`src/pms_map.vh`:
```
// Register offsets, fields and timing constants of the power-mode controller
`ifndef PMS_MAP_VH
`define PMS_MAP_VH

////////////////////////////////////////////////////////////////////////////////
// Register offsets
`define PMS_ADDR_W          4
`define PMS_REG_CTRL        4'h0
`define PMS_REG_SLEEP       4'h1
`define PMS_REG_IDLE        4'h2
`define PMS_REG_STATUS      4'h3
`define PMS_REG_SCRATCH     4'h4

////////////////////////////////////////////////////////////////////////////////
// Control register fields
`define PMS_CTRL_BALANCED   0
`define PMS_CTRL_AUTO_EN    1
`define PMS_CTRL_AUTO_OPT   2
`define PMS_CTRL_IMMEDIATE  3

// Power-mode register field
`define PMS_SLEEP_REQ_BIT   0

////////////////////////////////////////////////////////////////////////////////
// Reset values
`define PMS_CTRL_RST        4'h0
`define PMS_IDLE_RST        16'h0064
`define PMS_SLEEP_RST       16'h03E8

////////////////////////////////////////////////////////////////////////////////
// Power states
`define PMS_ST_RESET        3'h0
`define PMS_ST_PERF         3'h1
`define PMS_ST_BAL          3'h2
`define PMS_ST_STANDBY      3'h3
`define PMS_ST_DEEP         3'h4

// Clock settings
`define PMS_CLK_MAX         2'h3
`define PMS_CLK_BAL         2'h2
`define PMS_CLK_MIN         2'h1
`define PMS_CLK_OFF         2'h0

`endif

```
`src/pms_power_mode.v`:
```
// Power-mode state machine with register port and clock control
`timescale 1ns/1ps
`include "pms_map.vh"
// What this block does
// - Host reset input forces the reset state from any mode.
// - Leaving reset enters the configured default work mode.
// - Default work mode is performance unless software selects balanced.
// - Any host transaction moves an idle state to a work mode, except a sleep command in standby, which enters deep sleep.
// - When enabled, inactivity returns a work mode to an idle state.
// - In reset, writes are discarded and reads return FFFF.
// - Performance mode runs clocks at maximum and allows flash operations.
// - Balanced mode runs clocks at fixed settings, flash operations allowed.
// - With the second auto-sleep option, host inactivity leads into the standby state.
// - Standby gates or minimises clocks to most internal cores.
// - Waking from standby adds no delay to the triggering access.
// - Deep sleep disables oscillator, input buffers and high-current parts.
// - Writing the sleep request bit puts the device into deep sleep.
// - Immediate sleep command enters deep sleep at once.
// - First auto-sleep option enters deep sleep directly on inactivity.
// - Second option: standby on inactivity, deep sleep after set period.
// - Register contents survive deep sleep entry and return.
// - Deep sleep ends on any host access or host reset.
module pms_power_mode
#(
    parameter IDLE_W = 16
)
(
    input  wire                   clk,
    input  wire                   srst,
    input  wire                   host_reset_in_n,
    input  wire [`PMS_ADDR_W-1:0] addr,
    input  wire [15:0]            wrData,
    input  wire                   wrStb,
    input  wire                   rdStb,
    output reg  [15:0]            rdData,
    output reg  [2:0]             powerState,
    output reg  [1:0]             coreClkSel,
    output reg                    flashOpEn,
    output reg                    oscEn,
    output reg                    inBufEn
);

////////////////////////////////////////////////////////////////////////////////
// Host reset pin synchroniser
reg  [2:0]          rstSync;
reg                 hostRstLvl;
wire                hostRst;

always @(posedge clk)
begin
    if (srst)
    begin
        rstSync    <= 3'h7;
        hostRstLvl <= 1'b0;
    end
    else
    begin
        rstSync <= {rstSync[1:0], host_reset_in_n};
        if (rstSync[1] == rstSync[2])
            hostRstLvl <= ~rstSync[2];
    end
end

assign hostRst = hostRstLvl;

////////////////////////////////////////////////////////////////////////////////
// Registers and state
reg                 balancedDef;
reg                 autoEn;
reg                 autoOpt;
reg  [IDLE_W-1:0]   idlePeriod;
reg  [IDLE_W-1:0]   sleepPeriod;
reg  [15:0]         scratch;
reg  [2:0]          state;
reg  [2:0]          resumeState;
reg  [IDLE_W-1:0]   idleCnt;
reg  [2:0]          next_state;
reg  [15:0]         idleRd;
reg  [15:0]         sleepRd;

// Period registers widened to the bus
always @*
begin
    idleRd                = 16'h0000;
    sleepRd               = 16'h0000;
    idleRd[IDLE_W-1:0]    = idlePeriod;
    sleepRd[IDLE_W-1:0]   = sleepPeriod;
end

wire                access   = wrStb | rdStb;
wire                inReset  = (state == `PMS_ST_RESET);
wire                regWr    = wrStb & ~inReset;
wire                wrCtrl   = regWr & (addr == `PMS_REG_CTRL);
wire                sleepCmd = (regWr & (addr == `PMS_REG_SLEEP)
                               & wrData[`PMS_SLEEP_REQ_BIT])
                               | (wrCtrl & wrData[`PMS_CTRL_IMMEDIATE]);
wire [2:0]          defWork  = balancedDef ? `PMS_ST_BAL : `PMS_ST_PERF;
wire                isWork   = (state == `PMS_ST_PERF) | (state == `PMS_ST_BAL);
wire                idleHit  = (idleCnt >= idlePeriod);
wire                sleepHit = (idleCnt >= sleepPeriod);

////////////////////////////////////////////////////////////////////////////////
// Register writes; kept through deep sleep
always @(posedge clk)
begin
    if (srst)
    begin
        balancedDef <= 1'b0;
        autoEn      <= 1'b0;
        autoOpt     <= 1'b0;
        idlePeriod  <= `PMS_IDLE_RST;
        sleepPeriod <= `PMS_SLEEP_RST;
        scratch     <= 16'h0000;
    end
    else if (regWr)
    begin
        case (addr)
            `PMS_REG_CTRL:
            begin
                balancedDef <= wrData[`PMS_CTRL_BALANCED];
                autoEn      <= wrData[`PMS_CTRL_AUTO_EN];
                autoOpt     <= wrData[`PMS_CTRL_AUTO_OPT];
            end
            `PMS_REG_IDLE:
                idlePeriod <= wrData[IDLE_W-1:0];
            `PMS_REG_STATUS:
                sleepPeriod <= wrData[IDLE_W-1:0];
            `PMS_REG_SCRATCH:
                scratch <= wrData;
            default:
                scratch <= scratch;
        endcase
    end
end

////////////////////////////////////////////////////////////////////////////////
// Inactivity timer
always @(posedge clk)
begin
    if (srst || hostRst || access || state == `PMS_ST_DEEP)
        idleCnt <= {IDLE_W{1'b0}};
    else if (state == `PMS_ST_STANDBY && autoOpt && !sleepHit)
        idleCnt <= idleCnt + 1'b1;
    else if (isWork && !idleHit)
        idleCnt <= idleCnt + 1'b1;
    else if (isWork || state == `PMS_ST_STANDBY)
        idleCnt <= (isWork && autoEn) ? {IDLE_W{1'b0}} : idleCnt;
end

////////////////////////////////////////////////////////////////////////////////
// Next-state logic
always @*
begin
    next_state = state;
    case (state)
        `PMS_ST_RESET:
            next_state = defWork;
        `PMS_ST_PERF, `PMS_ST_BAL:
        begin
            if (sleepCmd)
                next_state = `PMS_ST_DEEP;
            else if (!access && autoEn && idleHit)
                next_state = autoOpt ? `PMS_ST_STANDBY
                                     : `PMS_ST_DEEP;
            else if (wrCtrl)
                next_state = wrData[`PMS_CTRL_BALANCED] ? `PMS_ST_BAL
                                                        : `PMS_ST_PERF;
        end
        `PMS_ST_STANDBY:
        begin
            if (sleepCmd)
                next_state = `PMS_ST_DEEP;
            else if (access)
                next_state = resumeState;
            else if (autoOpt && sleepHit)
                next_state = `PMS_ST_DEEP;
        end
        `PMS_ST_DEEP:
            if (access)
                next_state = resumeState;
        default:
            next_state = `PMS_ST_RESET;
    endcase
    if (hostRst)
        next_state = `PMS_ST_RESET;
end

always @(posedge clk)
begin
    if (srst)
    begin
        state       <= `PMS_ST_RESET;
        resumeState <= `PMS_ST_PERF;
    end
    else
    begin
        state <= next_state;
        if (next_state == `PMS_ST_PERF || next_state == `PMS_ST_BAL)
            resumeState <= next_state;
    end
end

////////////////////////////////////////////////////////////////////////////////
// Clock and power controls from the next state
always @(posedge clk)
begin
    if (srst)
    begin
        coreClkSel <= `PMS_CLK_OFF;
        flashOpEn  <= 1'b0;
        oscEn      <= 1'b1;
        inBufEn    <= 1'b1;
        powerState <= `PMS_ST_RESET;
    end
    else
    begin
        powerState <= next_state;
        oscEn      <= 1'b1;
        inBufEn    <= 1'b1;
        flashOpEn  <= 1'b0;
        case (next_state)
            `PMS_ST_PERF:
            begin
                coreClkSel <= `PMS_CLK_MAX;
                flashOpEn  <= 1'b1;
            end
            `PMS_ST_BAL:
            begin
                coreClkSel <= `PMS_CLK_BAL;
                flashOpEn  <= 1'b1;
            end
            `PMS_ST_STANDBY:
                coreClkSel <= `PMS_CLK_MIN;
            `PMS_ST_DEEP:
            begin
                coreClkSel <= `PMS_CLK_OFF;
                oscEn      <= 1'b0;
                inBufEn    <= 1'b0;
            end
            default:
                coreClkSel <= `PMS_CLK_OFF;
        endcase
    end
end

////////////////////////////////////////////////////////////////////////////////
// Read data, one cycle after the strobe
always @(posedge clk)
begin
    if (srst)
        rdData <= 16'h0000;
    else if (rdStb && inReset)
        rdData <= 16'hFFFF;
    else if (rdStb)
    begin
        case (addr)
            `PMS_REG_CTRL:
                rdData <= {13'h0000, autoOpt, autoEn, balancedDef};
            `PMS_REG_IDLE:
                rdData <= idleRd;
            `PMS_REG_STATUS:
                rdData <= sleepRd;
            `PMS_REG_SLEEP:
                rdData <= {13'h0000, state};
            `PMS_REG_SCRATCH:
                rdData <= scratch;
            default:
                rdData <= 16'h0000;
        endcase
    end
    else
        rdData <= 16'h0000;
end

endmodule

```
`config.mk`:
```
export PLATFORM = sky130hd
export DESIGN_NAME = pms_power_mode
export DESIGN_NICKNAME = d
export VERILOG_FILES = /design/src/pms_power_mode.v
export VERILOG_INCLUDE_DIRS = /design/src
export SDC_FILE = /design/constraint.sdc
export NUM_CORES = 1
export LEC_CHECK = 0
export ABC_AREA = 1
export BUFFER_PORTS_ARGS = -buffer_cell sky130_fd_sc_hd__buf_2
export CAP_MARGIN = 20
export CORE_ASPECT_RATIO = 0.6
export CORE_MARGIN = 1.5
export CORE_UTILIZATION = 30
export DETAILED_ROUTE_END_ITERATION = 10
export GPL_TIMING_DRIVEN = 0
export PLACE_DENSITY = 0.5
export SYNTH_ARGS = -nofsm -noshare
export SYNTH_HDL_FRONTEND = slang
export SYNTH_SLANG_ARGS = --single-unit
```
`constraint.sdc`:
```
create_clock -name clk -period 5.93 [get_ports clk]
set_clock_uncertainty 0.1 [all_clocks]
set_input_delay 0.593 -clock clk [delete_from_list [all_inputs] [get_ports clk]]
set_output_delay 0.593 -clock clk [all_outputs]
set_load 0.01 [all_outputs]
```
# Word-level counts from Yosys, hierarchy flattened
# Index checks and enable logic that the tools add are counted.
# Widths: inputs -> output; s select.
dict set report totals {
  regBits 97
  in_bits 25
  wordCells 90
}
dict set report classes {
  addsub 1
  order_cmp 2
  n_eq_ne 13
  mux 22
  n_bitwise 10
  reduce_logical 27
}
# cell n
set op_table {}
lappend op_table {{$mux 16} 6}
lappend op_table {{$pmux 16 s5} 1}
lappend op_table {{$ge 16x16->1} 2}
lappend op_table {{$mux 3} 9}
lappend op_table {{$add 16x1->16 const B} 1}
lappend op_table {{$eq 3x2->1 const B} 4}
lappend op_table {{$pmux 3 s4} 1}
lappend op_table {{$reduce_and 2->1} 5}
lappend op_table {{$eq 4x2->1 const B} 2}
lappend op_table {{$logic_and 1x1->1} 8}
lappend op_table {{$eq 3x1->1 const B} 2}
lappend op_table {{$eq 3x3->1 const B} 2}
lappend op_table {{$pmux 2 s3} 1}
lappend op_table {{$reduce_bool 3->1} 2}
lappend op_table {{$and 1x1->1} 5}
lappend op_table {{$logic_or 1x1->1} 5}
lappend op_table {{$eq 4x1->1 const B} 1}
lappend op_table {{$eq 4x3->1 const B} 1}
lappend op_table {{$logic_not 4->1} 1}
lappend op_table {{$mux 2} 2}
lappend op_table {{$reduce_or 2->1} 2}
lappend op_table {{$logic_not 1->1} 3}
lappend op_table {{$logic_not 3->1} 1}
lappend op_table {{$or 1x1->1} 3}
lappend op_table {{3 further kinds} 5}

# Depth between registers and ports, before layout
# Gate-level depths: netlist of the first run.
dict set report logic_depth {
  word_depth 12
  ltp_mapped 22
  depth_no_buf 22
}

# Worst setup path after synthesis of the first run
# OpenSTA, ideal clock, no wires.
dict set report synth_path {
  path_kind {reg2reg}
  startpoint {register idleCnt[2]}
  endpoint {register resumeState[2]}
  setup_time_ns 0.113
  arrival_time_ns 1.817
  path_slack_ns 3.901
  stages_incl_launch_ff 19
  n_path_buf 0
  period_less_slack_ns 2.029
  cell_sequence {dfxtp_1 > ha_1 > nand2_1 > nor2_1 > and2_1 > nor2_1 > nand2_1 > nand2_1 > nand2_1 > nand2_1 > nand2_1 > nand2_1 > nand2_1 > nand2_1 > nand3_1 > nor2_1 > nand2_2 > nand2_2 > nor2_1}
}
dict set report synth_between {
  elab_chain_len 9
}
# item line_no
set synth_rtl {}
lappend synth_rtl {{from (decl)} pms_power_mode.v:76} ;# reg [IDLE_W-1:0] idleCnt;
lappend synth_rtl {{from (signal assigned)} pms_power_mode.v:141} ;# idleCnt <= {IDLE_W{1'b0}};
lappend synth_rtl {{from (signal assigned)} pms_power_mode.v:143} ;# idleCnt <= idleCnt + 1'b1;
lappend synth_rtl {{from (signal assigned)} pms_power_mode.v:145} ;# idleCnt <= idleCnt + 1'b1;
lappend synth_rtl {{$ge 16x16->1} pms_power_mode.v:100} ;# wire sleepHit = (idleCnt >= sleepPeriod);
lappend synth_rtl {{$logic_and 1x1->1} pms_power_mode.v:175} ;# else if (autoOpt && sleepHit)
lappend synth_rtl {{$mux 3} pms_power_mode.v:175}
lappend synth_rtl {{$mux 3} pms_power_mode.v:173} ;# else if (access)
lappend synth_rtl {{$mux 3} pms_power_mode.v:171} ;# if (sleepCmd)
lappend synth_rtl {{$pmux 3 s4 (*)} pms_power_mode.v:155} ;# case (state)
lappend synth_rtl {{$mux 3 (*)} pms_power_mode.v:184} ;# if (hostRst)
lappend synth_rtl {{$eq 3x1->1 / $eq 3x2->1 (equally long branches)} -}
lappend synth_rtl {{$logic_or 1x1->1 (no line)} -}
lappend synth_rtl {{to (signal assigned)} pms_power_mode.v:193} ;# resumeState <= `PMS_ST_PERF;
lappend synth_rtl {{to (signal assigned)} pms_power_mode.v:199} ;# resumeState <= next_state;
lappend synth_rtl {{to (decl)} pms_power_mode.v:75} ;# reg [2:0] resumeState;
# Mark *: on every way between the ends. The rest lies on a longest branch, timed or not.
# A chain may end at the register's enable or synchronous reset.

# Final worst setup path of the first run
dict set report layout_path {
  startpoint {register idleCnt[13]}
  endpoint {register inBufEn}
}
dict set report layout_between {
  elab_chain_len 9
}
# item line_no
set layout_rtl {}
lappend layout_rtl {{$ge 16x16->1} pms_power_mode.v:100}
lappend layout_rtl {{$logic_and 1x1->1} pms_power_mode.v:175}
lappend layout_rtl {{$mux 3} pms_power_mode.v:175}
lappend layout_rtl {{$mux 3} pms_power_mode.v:173}
lappend layout_rtl {{$mux 3} pms_power_mode.v:171}
lappend layout_rtl {{$pmux 3 s4 (*)} pms_power_mode.v:155}
lappend layout_rtl {{$mux 3 (*)} pms_power_mode.v:184}
lappend layout_rtl {{$eq 3x3->1 (*)} pms_power_mode.v:221} ;# case (next_state)
lappend layout_rtl {{$mux 1 (*)} pms_power_mode.v:221}
lappend layout_rtl {{to (signal assigned)} pms_power_mode.v:212} ;# inBufEn <= 1'b1;
lappend layout_rtl {{to (signal assigned)} pms_power_mode.v:219} ;# inBufEn <= 1'b1;
lappend layout_rtl {{to (signal assigned)} pms_power_mode.v:238} ;# inBufEn <= 1'b0;
lappend layout_rtl {{to (decl)} pms_power_mode.v:40} ;# output reg inBufEn
# Marks and branches as above.

==> metrics.yaml, run 1 <==
status: "complete, no violations"
gp_congestion: 0.832
cap_violations: 0
syn-num-nets: 726
path_max_fanout: 6
cp.required_ps: 6050
cp-start-kind: "flop"
cts_made_buffers: 9
synth_fa_ha_area_share_pct: 8.32
fin_crit_ps: 2590
place_hpwl_mm: 11.6
power.share.switching_pct: 26.2
clock_sinks: 96
row_count: 36
worst_pin_slew_ps: 880
grt_usage_pct: 17.9
viasPerCell: 4.91
finalSetupViolCount: 0
drc: 0
synth-edff-count: 0
ys_seq_elements: 96
synth_cell_types: 42
grt_pass1_vias: 4334
power.internal_w: 0.00103
arrival_ps: 2720
final_util_pct: 35.6
synth_largest_area_cell: "dfxtp_1"
synthSimpleGateAreaFrac_pct: 24.8
portBuffers: 47
rsz0062_at_grt: "no"
fp.coreArea_sq_mm: 0.0162
ir_worst_vdd_mv: 0.154
synth_warnings: 0
hold_buffers: 0
reg2reg_slack_ps: 3340
seq_power_share_pct: 47.4
rr_endpoint: "inBufEn"
postSynthAreaPerCell_sq_um: 7.43
synthMuxAreaShare_pct: 0
power.density_mw_per_mm2: 242
yosys-top-cells-area: "dfxtp_1 (39%), nand2_1 (9.4%), ha_1 (8.3%)"
hold_path_depth: 1
diodes: 0
wirelength_mm: 14.6
start_util_pct: 30.6
fmax_mhz: 386
drt_iter0_drc: 317
endpoint_kind: "flop"
synth_xor_area_share_pct: 0.681
final_cell_mix: "nand2_1 (124), dfxtp_1 (96), inv_1 (74), nor2_1 (66), a21oi_1 (64)"
yosysTopAreaCellShare_pct: 38.7
synth_compound_area_share_pct: 19.0
fin_nets: 784
die_h_um: 103
drive_gt1_share_pct: 15.0
grt_antenna_before_repair: 0
avgRoutedWirePerCell_um: 15.5
synth_top_family_by_area: "simple AND/OR/NAND/NOR gates"
hold_end: "rstSync[1]"
ios: 49
grt_start_max_net_pins: 20
p_comb_share_pct: 7.7
period_share_pct: 43.7
syn_inst: 668
synth_ff_type: "dfxtp_1"
syn_area_sq_mm: 0.00496
slew_headroom_pct: 40.8
cts_resized: 0
r2r_start: "idleCnt[13]"
min_from: "rstSync[0]"
ys_seq_area_share_pct: 38.7
dieArea_sq_mm: 0.0173
rr_worst_depth: 13
vias: 4617
synthArstFlopShare_pct: 0
gr-total-overflow: 0
hp-class: "flop to flop"
insertion_delay_ps: 350
dieWidth_um: 169
drv_slew: 0
syn2layout_area_growth_pct: 16.5
layout_commonest_cell: "nand2_1"
cts_max_level: 3
crit_type: "flop to flop"
clk_pin_slew_ps: 70
power_leakage_nw: 2.52
post-cts-setup-buffers: 0
cts_tree: "done"
setup_tns_ps: 0
cts_buffer_depth: 2
finalHoldViolCount: 0
power_frac_clock_pct: 44.8
grt_pass1_wl_mm: 23.7
first_pass_iters: 5
root_buffer: "clkbuf_16"
netSwitchingPower_w: 0.000366
drtAntennaViolNets: 0
==> synthesized netlist by cell type (8+ instances only) <==
master / count
clkbuf_1: 18
nand3_1: 26
nor2_1: 66
nand4_1: 17
o21ai_0: 48
o221ai_1: 12
o21ai_1: 9
a21oi_1: 64
dfxtp_1: 96
ha_1: 33
inv_1: 74
nand2_1: 124
o211ai_1: 9
inv_2: 8
==> cell families (layout without fill, tap and decap cells) <==
group | after synthesis | in the layout
XOR/XNOR | 3 | 3
AO/OA/AOI/OAI | 161 | 161
buffers and inverters | 108 | 171
flip-flops | 96 | 96
adder cells (fa/ha/maj) | 33 | 33
AND/OR/NAND/NOR | 267 | 267
==> cell type report <==
type                       instances  area, sq um
fill                            1729        10400
multi-input combinational        464         2620
sequential                        96         1920
inverter                          84          315
tap                              209          262
timing repair buffer              47          235
clock buffer                       9          225
buffer                            24          101
clock inverter                     7         95.1
==> worst max path at each step <==
| stage | start | end | slack, ps | cells past startpoint |
|---|---|---|---|---|
| 6_report | idleCnt[13] | inBufEn | 3340 | 13 |
| 5_1_grt | idleCnt[10] | resumeState[0] | 3060 | 16 |
| 4_1_cts | idleCnt[13] | inBufEn | 3370 | 13 |
| 3_5_place_dp | rdStb | idleCnt[6] | 3230 | 6 |
| 3_3_place_gp | rdStb | idleCnt[6] | 3270 | 6 |
| 2_1_floorplan | idleCnt[2] | resumeState[2] | 3900 | 18 |
==> layer usage <==
layer	part of all wire, %	vias up	GRT usage (%)
met2	36	145	24.0
met5	0	-	0
met4	1.1	0	3.88
met3	6.6	14	4.84
met1	56	2095	27.9
li1	-	2363	-
==> state kept, by name, summed over array words and instances, names as in the netlist <==
name and cells:
autoEn 1, autoOpt 1, balancedDef 1, coreClkSel 2, hostRst 1, idleCnt 16
idlePeriod 16, inBufEn 1, powerState 3, rdData 16, resumeState 3, rstSync 3
scratch 16, sleepPeriod 16
==> power groups by stage <==
stage                     sequential, W  clock (W)  combinational [W]
after CTS                      0.000663   0.000643           0.000107
after global routing           0.000665   0.000673           0.000121
after detailed placement       0.000678          0           0.000107
after global placement         0.000678          0           0.000106
after floorplan                0.000682          0          0.0000578
final                          0.000664   0.000628           0.000108
==> stage by stage <==
stage	total power (W)	worst slack [ps]	hold slack, ps	std cells	area [sq um]
6_report	0.00140	3340	315	940	5780
5_1_grt	0.00146	3060	327	940	5780
2_1_floorplan	0.000740	3900	289	668	4960
3_5_place_dp	0.000785	3230	298	924	5460
4_1_cts	0.00141	3370	315	940	5780
3_3_place_gp	0.000784	3270	292	924	5460
==> worst max-delay path: stages (launching register included) <==
cell and delay (ps):
dfxtp_1 510, ha_1 310, a21oi_1 160, o21ai_0 80
a21oi_1 210, nand2_1 160, nand2_1 130, nand2_1 80
nand3_1 80, nand2_1 60, nand3_1 220, nand2_1 100
nor2_1 170, nand3_1 90
No activity file was read; power rests on OpenSTA's default activity.
==> run 2, diff against run 1 <==
PLACE_DENSITY = 0.52   (was 0.5)
clock period = 2.25 ns   (was 5.93 ns; I/O delays follow)
==> run 2 against run 1 <==
Via count increased by 2.3%. Flip-flop and latch count unchanged. Sequential power rose to 2.6 times the previous value. Fmax increased by 16%. Critical path depth rose by 5. Register-to-register slack got worse by 3300 ps. Setup slack worse by 3300 ps. Hold slack lost 270 ps.
==> metrics.yaml, run 2 (synthesis gave the netlist of run 1 again) <==
status: "complete, no violations"
drt_iter0_drc: 335
ios: 49
dieArea_sq_mm: 0.0173
drv_slew: 0
grt_pass1_vias: 4070
viasPerCell: 4.91
grt_pass1_wl_mm: 23.2
cts_tree: "done"
diodes: 0
finalSetupViolCount: 0
dieWidth_um: 169
place_hpwl_mm: 11.3
power.density_mw_per_mm2: 569
fin_total_pwr_w: 0.00373
syn2layout_area_growth_pct: 32.2
grt_start_max_net_pins: 20
first_pass_iters: 5
ir_worst_vdd_mv: 0.424
worst_pin_slew_ps: 918
start_util_pct: 30.6
wirelength_mm: 15.1
crit_type: "flop to flop"
period_share_pct: 99.2
clock_sinks: 96
layout_commonest_cell: "nand2_1"
drive_gt1_share_pct: 32.8
cap_violations: 0
arrival_ps: 2410
final_area_sq_mm: 0.00656
root_buffer: "clkbuf_16"
fmax_mhz: 448
dpl_cell_area_sq_mm: 0.00546
fin_crit_ps: 2230
grt_antenna_before_repair: 0
hp-class: "input port to flop"
cp-start-kind: "flop"
gr-total-overflow: 0
cts_made_buffers: 9
avgRoutedWirePerCell_um: 15.7
die_h_um: 103
portBuffers: 47
clk_pin_slew_ps: 70
fin_nets: 806
cp.required_ps: 2430
drc: 0
power_leakage_nw: 2.72
insertion_delay_ps: 350
slew_headroom_pct: 38.3
drtAntennaViolNets: 0
final_cell_mix: "nand2_1 (102), dfxtp_1 (69), a21oi_1 (60), nor2_1 (60), inv_1 (50)"
cts_buffer_depth: 2
rsz0062_at_grt: "yes"
gp_congestion: 0.833
finalHoldViolCount: 0
grt_usage_pct: 17.6
final_util_pct: 40.5
cts_max_level: 3
fp.coreArea_sq_mm: 0.0162
path_max_fanout: 4
endpoint_kind: "flop"
vias: 4721
row_count: 36
run 2: cell count changes in the layout (fill, tap and decap cells not counted), sizes merged:
cell	previous run	this run
inv	87	88
dlygate4sd3	0	1
buf	53	74
clkinv	3	2
run 2: final timing paths:
| path | from | end | slack (ps) | depth (start not counted) |
|---|---|---|---|---|
| worst max-delay path | idlePeriod[7] | idleCnt[12] | 20 | 18 |
| worst min register to register | rstSync[0] | rstSync[1] | 310 | 1 |
| worst max register to register | idlePeriod[7] | idleCnt[12] | 20 | 18 |
| worst min-delay path | wrData[11] | scratch[11] | 40 | 3 |
run 2: cell type report:
type,count,area [sq um]
plain buffers,24,120
clock buffers,9,225
clock inverters,7,95.1
fillers,1699,9650
inverters,84,338
multi-input cells,464,3120
flip-flops and latches,96,1990
well taps,209,262
repair buffers,69,414
run 2: worst max-delay path, cell delays in order, from the launching register on:
cell and delay [ps]:
dfxtp_2 340, inv_4 50, ha_4 260, nand2_1 60, inv_2 60, nand2_1 60, nor2_1 100, nor2_1 50
nand2_1 70, nand2_2 80, buf_6 130, buf_4 130, nand3_4 90, nand2_8 80, buf_6 120, buf_4 130
nand3_1 60, nand3_1 60, a21oi_1 140
run 2: metal layers:
layer	GRT usage (%)	part of all wire (%)	vias up	routed length, um
met3	4.53	6.3	13	949
met2	21.7	36	138	5380
met5	0	0	-	0
met1	29.1	57	2149	8640
met4	3.06	0.78	0	117
li1	-	-	2421	-
run 2: what timing repair did:
item,in CTS,in global routing
cloned,0,0
hold buffers,1,0
setup endpoints to repair,25,35
buffers inserted,11,10
resized for setup,57,110
hold endpoints to repair,1,0
pin swaps,19,24
run 2: stage by stage:
stage               hold WS (ps)  TNS [ps]  setup WS (ps)  std cells
floorplan                    229         0            221        668
global placement             292     -4670           -298        924
detailed placement           296     -4680           -280        924
CTS                         46.4         0           1.11        952
global route                59.9     -1390           -143        962
finish                      40.3         0           17.9        962
run 2: where the power goes:
group | leakage (nW) | internal [W] | switching [W]
logic | 1.76 | 0.000116 | 0.000217
registers | 0.794 | 0.00172 | 0.0000170
clock network | 0.158 | 0.000901 | 0.000763
total | 2.72 | 0.00274 | 0.000997
==> run 3, diff against run 2 <==
ABC_AREA = 0   (was 1)
==> run 3 against run 2 <==
Synthesized cell count fell by 3.7%. Combinational power rose by 26%. First-iteration DRC count rose by 44%. Non-clock buffer count rose by 30. Final cell count fell by 0.42%. Core utilization rose by 1.1 points. Routed wire length rose by 13%. Hold slack got worse by 15 ps. Via count rose by 7.3%. The run now ends with negative setup slack left.
==> metrics.yaml, run 3 <==
cts_buffer_depth: 2
place_hpwl_mm: 12.3
die_h_um: 102
synthArstFlopShare_pct: 0
gr-total-overflow: 0
grt_start_max_net_pins: 20
violations: "negative setup slack"
insertion_delay_ps: 360
portBuffers: 47
fmax_mhz: 353
synthTopCellsByCount: "nand2_1 (137), dfxtp_1 (96), nor2_1 (79), a21oi_1 (70), inv_1 (39)"
endpoint_kind: "flop"
clk_pin_slew_ps: 70
drtAntennaViolNets: 0
synth.most_common_cell: "nand2_1"
ios: 49
crit_type: "flop to flop"
cp.required_ps: 2420
final_util_pct: 41.6
final_cell_mix: "nand2_1 (129), nor2_1 (77), dfxtp_1 (69), a21oi_1 (55), buf_2 (48)"
synth-edff-count: 0
vias: 5065
drive_gt1_share_pct: 29.4
grt_pass1_vias: 4753
synth_warnings: 0
grt_pass1_wl_mm: 26.1
holdWs_ps: 25.5
viasPerCell: 5.29
rsz0062_at_grt: "yes"
status: "finished with violations"
dieArea_sq_mm: 0.0172
power_leakage_nw: 2.60
yosysTopAreaCellShare_pct: 39.0
drt_iter0_drc: 481
postSynthAreaPerCell_sq_um: 7.66
avgRoutedWirePerCell_um: 17.8
row_count: 36
slew_headroom_pct: 54.0
hp-class: "input port to flop"
power.density_mw_per_mm2: 568
finalSetupViolCount: 42
arrival_ps: 3000
gp_congestion: 0.888
drc: 0
syn-num-nets: 701
first_pass_iters: 5
syn_inst: 643
fin_crit_ps: 2830
cts_made_buffers: 9
worst_pin_slew_ps: 683
clock_sinks: 96
fin_ws_ps: -585
path_max_fanout: 3
syn_area_sq_mm: 0.00493
yosys-top-cells-area: "dfxtp_1 (39%), nand2_1 (10%), ha_1 (8.4%)"
grt_antenna_before_repair: 0
diodes: 0
cp-start-kind: "flop"
fillCellCount: 1632
cap_violations: 0
ys_seq_elements: 96
place_ws_ps: -884
dieWidth_um: 168
ir_worst_vdd_mv: 0.335
cts_tree: "done"
syn2layout_area_growth_pct: 36.1
synth_cell_types: 56
finalHoldViolCount: 0
fp.coreArea_sq_mm: 0.0161
fin_nets: 802
synth_largest_area_cell: "dfxtp_1"
grt_usage_pct: 20.0
synth_ff_type: "dfxtp_1"
root_buffer: "clkbuf_16"
cts_max_level: 3
wirelength_mm: 17.0
layout_commonest_cell: "nand2_1"
drv_slew: 0
period_share_pct: 126
start_util_pct: 30.5
fin_total_pwr_w: 0.00381
ys_seq_area_share_pct: 39.0
setup_tns_ps: -10690
[run 3: changes by cell type after synthesis, sizes merged, moves of 12 or more]
cell	delta
a222oi	+16
o221ai	-12
o21ai	-36
inv	-43
nand4	-12
nand3	-15
[run 3: final cells by class]
class | instances | area (sq um) | area share [%]
Buffer | 31 | 170 | 2.54
Clock buffer | 9 | 225 | 3.36
Clock inverter | 7 | 100 | 1.49
Inverter | 39 | 149 | 2.22
Multi-Input combinational cell | 475 | 3160 | 47.2
Sequential cell | 96 | 1980 | 29.5
Tap cell | 209 | 262 | 3.90
Timing Repair Buffer | 92 | 661 | 9.85
[run 3: kinds of logic after synthesis]
kind of cell / after synthesis / share of synthesized area (%)
and+or+nand+nor: 288 / 26.0
AOI/OAI and AO/OA: 145 / 19.0
DFF: 96 / 39.0
adders and majority gates: 33 / 8.38
muxes: 7 / 1.42
xor gates and xnor gates: 2 / 0.356
buffers and inverters: 72 / 5.84
[run 3: layer usage]
layer	up-vias	track usage, %	wire length, um
li1	2419	-	-
met1	2419	30.6	8720
met2	209	28.4	6570
met3	18	4.73	1580
met4	0	3.30	151
met5	-	0	0
[run 3: path summary, 6_finish.rpt]
check         startpoint            end  slack (ps)  cells after the start
max          idleCnt[14]  coreClkSel[1]        -580                     13
min            wrData[9]  idlePeriod[9]          30                      3
min reg2reg   rstSync[0]     rstSync[1]         310                      1
max reg2reg  idleCnt[14]  coreClkSel[1]        -580                     13
[run 3: repair_timing]
action | CTS | global route
setup endpoints to repair | 50 | 73
pin swaps | 29 | 28
hold buffers | 1 | 0
hold endpoints to repair | 1 | 0
setup buffers | 32 | 11
cloned | 2 | 0
gates resized for setup | 83 | 44
[run 3: per-stage QoR]
| stage | cells | instance area (sq um) |
|---|---|---|
| 2_1_floorplan | 643 | 5010 |
| 3_3_place_gp | 899 | 5510 |
| 3_5_place_dp | 899 | 5510 |
| 4_1_cts | 949 | 6460 |
| 5_1_grt | 958 | 6710 |
| 6_report | 958 | 6710 |
[run 3: power breakdown]
part,switching (W),internal [W],total (W)
clock network,0.000757,0.000899,0.00166
registers,0.0000163,0.00172,0.00174
logic,0.000240,0.000179,0.000419
total,0.00101,0.00280,0.00381
[run 3: critical path, cell delays in order, from the launching register on]
cell	delay (ps)
dfxtp_4	370
buf_6	130
ha_4	230
nand4_1	160
buf_4	140
buf_4	100
inv_1	50
a22oi_2	320
a21oi_2	120
buf_4	160
o31ai_4	330
a21oi_4	80
xor2_2	240
nor4b_4	220
